## src/logic/bscc_pkg.sv

```systemverilog
// Operation
// - skip_if_bit_clear: bit zero discards next instruction, two cycles
// - skip_if_bit_set: bit one discards next instruction, two cycles
// - bit tests use 7-bit register address and 3-bit bit index
// - absolute call pushes program counter plus one onto stack top
// - absolute call loads 11-bit literal into program counter bits 10..0
// - absolute call fills counter bits 14..11 from upper latch bits 6..3
// - absolute call takes two instruction cycles
// - accumulator call pushes program counter plus one onto stack
// - accumulator call loads accumulator low, upper latch bits 6..0 high
// - accumulator call takes two instruction cycles
// - register clear writes zero to addressed register, sets zero flag
// - accumulator clear writes zero to accumulator, sets zero flag
// - watchdog kick zeroes watchdog counter and its prescaler
// - watchdog kick sets both active-low timeout and sleep flags
package bscc_pkg;

  localparam int PC_W    = 15;
  localparam int ADDR_W  = 7;
  localparam int BIT_W   = 3;
  localparam int LIT_W   = 11;
  localparam int DATA_W  = 8;

  // operation codes presented by the fetch stage
  typedef enum logic [2:0] {
    BSCC_OP_NONE       = 3'b000,
    BSCC_OP_SKIP_CLEAR = 3'b001,
    BSCC_OP_SKIP_SET   = 3'b010,
    BSCC_OP_CALL       = 3'b011,
    BSCC_OP_CALL_ACC   = 3'b100,
    BSCC_OP_CLR_FILE   = 3'b101,
    BSCC_OP_CLR_ACC    = 3'b110,
    BSCC_OP_KICK       = 3'b111
  } bscc_op_t;

  typedef enum logic [0:0] {
    BSCC_ST_EXEC  = 1'b0,
    BSCC_ST_FLUSH = 1'b1
  } bscc_state_t;

  localparam logic [14:0] PC_RESET   = 15'h0000;
  localparam logic [7:0]  ZERO_BYTE  = 8'h00;
  localparam int          SLOW_CYCLES = 2;
  localparam int          FAST_CYCLES = 1;
  localparam int          LATCH_CALL_LO = 3;

endpackage : bscc_pkg

```

## src/logic/bscc_dec_if.sv

```systemverilog
`timescale 1ns/1ps
// operand word passed from the executor to the field decoder, decoded fields passed back
interface bscc_dec_if;
  logic [14:0] word;
  logic [6:0]  addr;
  logic [2:0]  bit_idx;
  logic [10:0] literal;

  modport decoder (input word, output addr, output bit_idx, output literal);
  modport user    (output word, input addr, input bit_idx, input literal);
endinterface : bscc_dec_if

```

## src/logic/bscc_exec.sv

```systemverilog
`timescale 1ns/1ps
// executes bit-skip, call, clear and watchdog-kick operations
module bscc_exec (
  input  wire logic                clock_i,        // instruction clock
  input  wire logic                rst_i,          // sync reset, high
  input  wire logic                op_valid_i,     // operation presented
  input  wire bscc_pkg::bscc_op_t  op_i,           // operation code
  input  wire logic [14:0]         operand_i,      // operand word
  input  wire logic [14:0]         pc_i,           // current program counter
  input  wire logic [7:0]          acc_i,          // accumulator value
  input  wire logic [7:0]          upper_latch_i,  // program_counter_upper_latch
  input  wire logic [7:0]          file_data_i,    // addressed register data
  output logic                     busy_o,         // second cycle in progress
  output logic                     discard_o,      // discard fetched instruction
  output logic                     pc_load_o,      // load new program counter
  output logic [14:0]              pc_next_o,      // counter value to load
  output logic                     push_o,         // push onto stack_top
  output logic [14:0]              stack_top_o,    // value pushed
  output logic                     file_we_o,      // write addressed register
  output logic [6:0]               file_addr_o,    // register address
  output logic [7:0]               file_wdata_o,   // register write data
  output logic                     acc_we_o,       // write accumulator
  output logic [7:0]               acc_wdata_o,    // accumulator write data
  output logic                     zero_set_o,     // set zero flag
  output logic                     watchdog_clr_o, // clear watchdog_counter
  output logic                     prescale_clr_o, // clear watchdog prescaler
  output logic                     watchdog_expiry_flag_n_set_o, // set timeout flag
  output logic                     sleep_entered_flag_n_set_o    // set sleep flag
);

  typedef struct packed {
    bscc_pkg::bscc_state_t state;
    logic                  discard;
    logic                  pc_load;
    logic [14:0]           pc_next;
    logic                  push;
    logic [14:0]           stack_top;
    logic                  file_we;
    logic [6:0]            file_addr;
    logic [7:0]            file_wdata;
    logic                  acc_we;
    logic [7:0]            acc_wdata;
    logic                  zero_set;
    logic                  kick;
  } bscc_regs_t;

  bscc_regs_t r;
  bscc_regs_t next_r;

  bscc_dec_if dec ();

  // operand field split
  assign dec.word = operand_i;
  bscc_field_dec u_dec (
    .dec (dec.decoder)
  );

  // return address for both call forms
  function automatic logic [14:0] ret_addr(input logic [14:0] pc);
    ret_addr = 15'(pc + 15'h0001);
  endfunction : ret_addr

  // next state and one-cycle command pulses
  always_comb begin
    next_r            = r;
    next_r.discard    = 1'b0;
    next_r.pc_load    = 1'b0;
    next_r.push       = 1'b0;
    next_r.file_we    = 1'b0;
    next_r.acc_we     = 1'b0;
    next_r.zero_set   = 1'b0;
    next_r.kick       = 1'b0;
    case (r.state)
      bscc_pkg::BSCC_ST_EXEC: begin
        if (op_valid_i) begin
          case (op_i)
            bscc_pkg::BSCC_OP_SKIP_CLEAR: begin
              if (!file_data_i[dec.bit_idx]) begin
                next_r.discard = 1'b1;
                next_r.state   = bscc_pkg::BSCC_ST_FLUSH;
              end
            end
            bscc_pkg::BSCC_OP_SKIP_SET: begin
              if (file_data_i[dec.bit_idx]) begin
                next_r.discard = 1'b1;
                next_r.state   = bscc_pkg::BSCC_ST_FLUSH;
              end
            end
            bscc_pkg::BSCC_OP_CALL: begin
              next_r.push           = 1'b1;
              next_r.stack_top      = ret_addr(pc_i);
              next_r.pc_load        = 1'b1;
              next_r.pc_next[10:0]  = dec.literal;
              next_r.pc_next[14:11] = upper_latch_i[6:3];
              next_r.discard        = 1'b1;
              next_r.state          = bscc_pkg::BSCC_ST_FLUSH;
            end
            bscc_pkg::BSCC_OP_CALL_ACC: begin
              next_r.push          = 1'b1;
              next_r.stack_top     = ret_addr(pc_i);
              next_r.pc_load       = 1'b1;
              next_r.pc_next[7:0]  = acc_i;
              next_r.pc_next[14:8] = upper_latch_i[6:0];
              next_r.discard       = 1'b1;
              next_r.state         = bscc_pkg::BSCC_ST_FLUSH;
            end
            bscc_pkg::BSCC_OP_CLR_FILE: begin
              next_r.file_we    = 1'b1;
              next_r.file_addr  = dec.addr;
              next_r.file_wdata = bscc_pkg::ZERO_BYTE;
              next_r.zero_set   = 1'b1;
            end
            bscc_pkg::BSCC_OP_CLR_ACC: begin
              next_r.acc_we    = 1'b1;
              next_r.acc_wdata = bscc_pkg::ZERO_BYTE;
              next_r.zero_set  = 1'b1;
            end
            bscc_pkg::BSCC_OP_KICK: begin
              next_r.kick = 1'b1;
            end
            default: begin
              next_r.state = bscc_pkg::BSCC_ST_EXEC;
            end
          endcase
        end
      end
      bscc_pkg::BSCC_ST_FLUSH: begin
        // second cycle executes the forced no-operation
        next_r.state = bscc_pkg::BSCC_ST_EXEC;
      end
      default: begin
        next_r.state = bscc_pkg::BSCC_ST_EXEC;
      end
    endcase
  end

  // state register
  always_ff @(posedge clock_i) begin
    if (rst_i) begin
      r.state      <= bscc_pkg::BSCC_ST_EXEC;
      r.discard    <= 1'b0;
      r.pc_load    <= 1'b0;
      r.pc_next    <= bscc_pkg::PC_RESET;
      r.push       <= 1'b0;
      r.stack_top  <= bscc_pkg::PC_RESET;
      r.file_we    <= 1'b0;
      r.file_addr  <= 7'h00;
      r.file_wdata <= bscc_pkg::ZERO_BYTE;
      r.acc_we     <= 1'b0;
      r.acc_wdata  <= bscc_pkg::ZERO_BYTE;
      r.zero_set   <= 1'b0;
      r.kick       <= 1'b0;
    end else begin
      r <= next_r;
    end
  end

  // registered outputs; flags other than zero, timeout and sleep never touched
  assign busy_o         = (r.state == bscc_pkg::BSCC_ST_FLUSH);
  assign discard_o      = r.discard;
  assign pc_load_o      = r.pc_load;
  assign pc_next_o      = r.pc_next;
  assign push_o         = r.push;
  assign stack_top_o    = r.stack_top;
  assign file_we_o      = r.file_we;
  assign file_addr_o    = r.file_addr;
  assign file_wdata_o   = r.file_wdata;
  assign acc_we_o       = r.acc_we;
  assign acc_wdata_o    = r.acc_wdata;
  assign zero_set_o     = r.zero_set;
  assign watchdog_clr_o = r.kick;
  assign prescale_clr_o = r.kick;
  assign watchdog_expiry_flag_n_set_o = r.kick;
  assign sleep_entered_flag_n_set_o   = r.kick;

endmodule : bscc_exec

```

## src/logic/bscc_field_dec.sv

```systemverilog
`timescale 1ns/1ps
// splits the operand word into register address, bit index and literal
module bscc_field_dec (
  bscc_dec_if.decoder dec  // operand word in, fields out
);
  // operand layout: [6:0] address, [9:7] bit index, [10:0] literal
  assign dec.addr    = dec.word[6:0];
  assign dec.bit_idx = dec.word[9:7];
  assign dec.literal = dec.word[10:0];
endmodule : bscc_field_dec

```

## config.mk

```make
export PLATFORM = sky130hd
export DESIGN_NAME = bscc_exec
export DESIGN_NICKNAME = d
export VERILOG_FILES = /design/src/logic/bscc_pkg.sv /design/src/logic/bscc_dec_if.sv /design/src/logic/bscc_exec.sv /design/src/logic/bscc_field_dec.sv
export SDC_FILE = /design/constraint.sdc
export NUM_CORES = 1
export LEC_CHECK = 0
export BUFFER_PORTS_ARGS = -buffer_cell sky130_fd_sc_hd__buf_2
export CORE_UTILIZATION = 44
export DETAILED_ROUTE_END_ITERATION = 12
export GPL_TIMING_DRIVEN = 1
export MAX_ROUTING_LAYER = met4
export PLACE_DENSITY = 0.84
export SETUP_SLACK_MARGIN = 0.05
export SLEW_MARGIN = 20
export SYNTH_ARGS = -nofsm -noshare
export SYNTH_HDL_FRONTEND = slang
export SYNTH_SLANG_ARGS = --single-unit
export TNS_END_PERCENT = 5
```

## constraint.sdc

```tcl
create_clock -name clock_i -period 1.6 [get_ports clock_i]
set_input_delay 0.16 -clock clock_i [delete_from_list [all_inputs] [get_ports clock_i]]
set_output_delay 0.16 -clock clock_i [all_outputs]
set_load 0.05 [all_outputs]
```

==> implementation parameters <==
Parameter                              Value

Cells and area
  Net count, final ... 393
  Share of cells above drive strength 1 ... 0.4204
  Area growth syn-to-layout ... 26.82%
  Design area ... 2710 um2
  Total inserted antenna cells ... 0

Floorplan
  Overall die area ... 5139 um2
  # IOs ... 124
  Starting density of the core ... 0.4744
  DIE HEIGHT ... 71.69 um
  Die W ... 71.69 um
  Row count ... 24
  Core footprint ... 4504 um2

Placement
  DPL Wire Length ... 3.874 mm
  Port buffer count ... 102
  Cell area reported after detailed placement ... 2623 um2
  Final weighted congestion of routability-driven global placement ... 0.7784

Power
  P per Cell Area ... 904.5 nW/um2
  Final total power ... 2.451 mW
  Worst ir drop on vdd ... 0.0004488 V
  Leakage ... 1.302 nW

Worst setup path
  CP Cell Sequence ... nor2b_2 > o21a_1 > buf_12 > nor2_1 > a311oi_1
  Delay of the slowest cell on the worst path ... 0.34 ns
  Data arrival time of the worst path ... 1.53 ns
  Logic depth of the worst register-to-register path ... 5
  Cell depth of the worst setup path ... 5
  Startpoint kind of the worst setup timing path ... flop
  Critical path start-end classification ... reg2reg
  Crit-path leading delay family ... compound AO/OA/AOI/OAI gates
  Crit. End Element ... flop
  Slowest cell on crit path ... sky130_fd_sc_hd__dfxtp_2
  Required time at the worst-slack endpoint ... 1.80 ns
  Bufs and invs on worst path ... 1
  Largest fanout of any net on the critical path ... 30

Yosys
  Syn Std Cell Area ... 2137 um2
  Flip-flop and latch count after synthesis ... 43
  Post-Syn Area per Cell ... 9.172 um2
  Cell variety after synth ... 37
  Number of enable flip-flop cells after synthesis ... 0
  Primary FF master, synth ... sky130_fd_sc_hd__dfxtp_1
  Post-synthesis cell count ... 233
  Synth async-reset ratio ... 0
  Count of warnings emitted by yosys ... 0
  Sequential area share after synthesis ... 0.4028

Clock tree
  Count of clock tree sinks ... 43
  Maximum clock path buffer count ... 2
  Clock Pin Slew Worst Setup and Hold Paths ... 0.08 ns
  Number of setup buffers added after CTS ... 0
  Cell chosen for the clock root ... sky130_fd_sc_hd__clkbuf_8
  Number of H-tree levels ... 2
  Clock latency at the later pin of the worst-skew pair ... 0.30 ns
  Number of buffers inserted during clock tree synthesis ... 5
  Clock tree from TritonCTS ... done

STA
  Max-slew violation total from the final report ... 0
  Post-Route Setup TNS ... 0 ns
  Minimum period implied by the final worst setup slack ... 1.327 ns
  Unrepaired setup endpoints after global routing ... false
  Layout Skew ... 0.008889 ns
  Final critical-path share of the clock period ... 0.8293
  Fmax achieved ... 753.7 MHz
  Hold Violations, Final ... 0
  Final setup viols ... 0

Drt
  Remaining DRCs ... 0
  Average wire per cell in the routed design ... 13.07 um
  Via-to-Cell Ratio ... 5.065
  Via Count ... 1950
  DRT Pass-1 Iters ... 4
  Total Routed Length ... 5.032 mm
  Remaining antenna violation count after routing ... 0
  Violation count after the first detailed-routing iteration ... 105

GRT
  First-pass GRT wire length ... 8.266 mm
  Aggregate global routing overflow ... 0
  Via count of the first global-routing pass ... 1838
  Tot GR Track Use ... 0.2116
  Number of antenna violations at the first check in global routing ... 0
  Largest net degree at the start of global routing ... 31

Run status
  Run status ... finished, final reports clean

Hold path
  Path class of the lowest-slack min-delay path ... in2reg
  Number of instances on the worst hold path ... 2

Run
  Max capacitance violation total ... 0
## sequential cells by signal (all words and copies together), names as in the netlist
register,flops
file_we_o,1
prescale_clr_o,1
stack_top_o,15
pc_load_o,1
pc_next_o,15
zero_set_o,1
acc_we_o,1
file_addr_o,7
discard_o,1
## cell type report
class	instances	area [um2]
Clock buffer	6	72.57
Clock inverter	2	12.51
Fill cell	387	1794
Inverter	3	11.26
Multi-Input combinational cell	166	1081
Sequential cell	43	862.1
Tap cell	52	65.06
Timing Repair Buffer	113	605.6
## per-layer routing
| layer | share of wire | vias to the layer above | track usage |
|---|---|---|---|
| met5 | 0 | - | - |
| li1 | - | 977 | - |
| met2 | 0.48 | 87 | 0.3260 |
| met4 | 0.023 | 0 | 0.1155 |
| met3 | 0.061 | 11 | 0.04360 |
| met1 | 0.44 | 875 | 0.2592 |
## report_power, final
part           switching (mW)  total [mW]  internal, mW
registers              0.0230        1.14          1.12
logic                   0.452       0.635         0.183
clock network           0.370       0.675         0.305
total                   0.845        2.45          1.61
## metrics by stage
stage | util | setup slack, ns | instances | hold WS [ns]
3_3_place_gp | 0.5822 | 0.1749 | 377 | 0.3847
4_1_cts | 0.6011 | 0.1483 | 385 | 0.07458
2_1_floorplan | - | 0.1647 | 248 | 0.2361
6_report | 0.6017 | 0.2731 | 385 | 0.08457
5_1_grt | 0.6017 | 0.1424 | 385 | 0.07896
3_5_place_dp | 0.5822 | 0.1242 | 377 | 0.3954
## cell usage after synthesis (2+ instances only)
cell type                   n  area (um2)
sky130_fd_sc_hd__a211oi_2  11       137.6
sky130_fd_sc_hd__xor2_1     3       26.28
sky130_fd_sc_hd__mux4_2     2       45.04
sky130_fd_sc_hd__dfxtp_1   43       860.8
sky130_fd_sc_hd__nor2_1    38       142.6
sky130_fd_sc_hd__nor3b_1    3       22.52
sky130_fd_sc_hd__a311oi_1   2       17.52
sky130_fd_sc_hd__buf_4     26       195.2
sky130_fd_sc_hd__xnor2_1    9       78.83
sky130_fd_sc_hd__nand4_2    2       25.02
sky130_fd_sc_hd__clkbuf_1   7       26.28
sky130_fd_sc_hd__a21oi_1    5       25.02
sky130_fd_sc_hd__nand3_1    4       20.02
sky130_fd_sc_hd__nor4b_1    2       17.52
sky130_fd_sc_hd__mux2i_1    9       90.09
sky130_fd_sc_hd__buf_2      2       10.01
sky130_fd_sc_hd__nand2_1   18       67.56
sky130_fd_sc_hd__a221oi_1  11       96.34
sky130_fd_sc_hd__nor3_1    16       80.08
sky130_fd_sc_hd__inv_1      3       11.26
## cells by family after synthesis
kind of cell    synth area share
buf+inv                   0.1189
compound gates            0.1481
flops                     0.4028
xor+xnor                 0.04918
mux                      0.06323
fa+ha+maj               0.005854
other cells             0.001755
simple gates              0.2102
## final timing paths
path | start | end | slack, ns
worst max-delay path | discard_o | stack_top_o[13] | 0.27
worst min-delay path | pc_i[0] | stack_top_o[0] | 0.08
worst max register to register | discard_o | stack_top_o[13] | 0.27
worst min register to register | stack_top_o[1] | stack_top_o[1] | 0.46
## cell usage in the layout (no fill, tap or decap), drive strengths merged
master / n
a211oi: 11
nand2: 18
nand2b: 1
nor4: 1
a21o: 1
nor2: 38
nand3b: 1
nor3b: 4
nor3: 16
xnor2: 9
o21a: 1
and3b: 1
clkbuf: 6
inv: 3
dfxtp: 43
buf: 113
o21ai: 1
nand4b: 1
a311oi: 2
mux2i: 9
ha: 1
a221oi: 11
o31ai: 1
conb: 16
clkinvlp: 1
a21oi: 5
o41ai: 1
or3b: 1
or2: 1
xor2: 3
nor4b: 2
nand3: 4
mux4: 2
nor2b: 1
nand4: 2
clkinv: 1
## what timing repair did
item	4_1_cts	5_1_grt
setup endpoints to repair	0	1
resized for setup	0	1
hold buffers	0	0
Note: power is estimated with default switching activity, not from simulation.
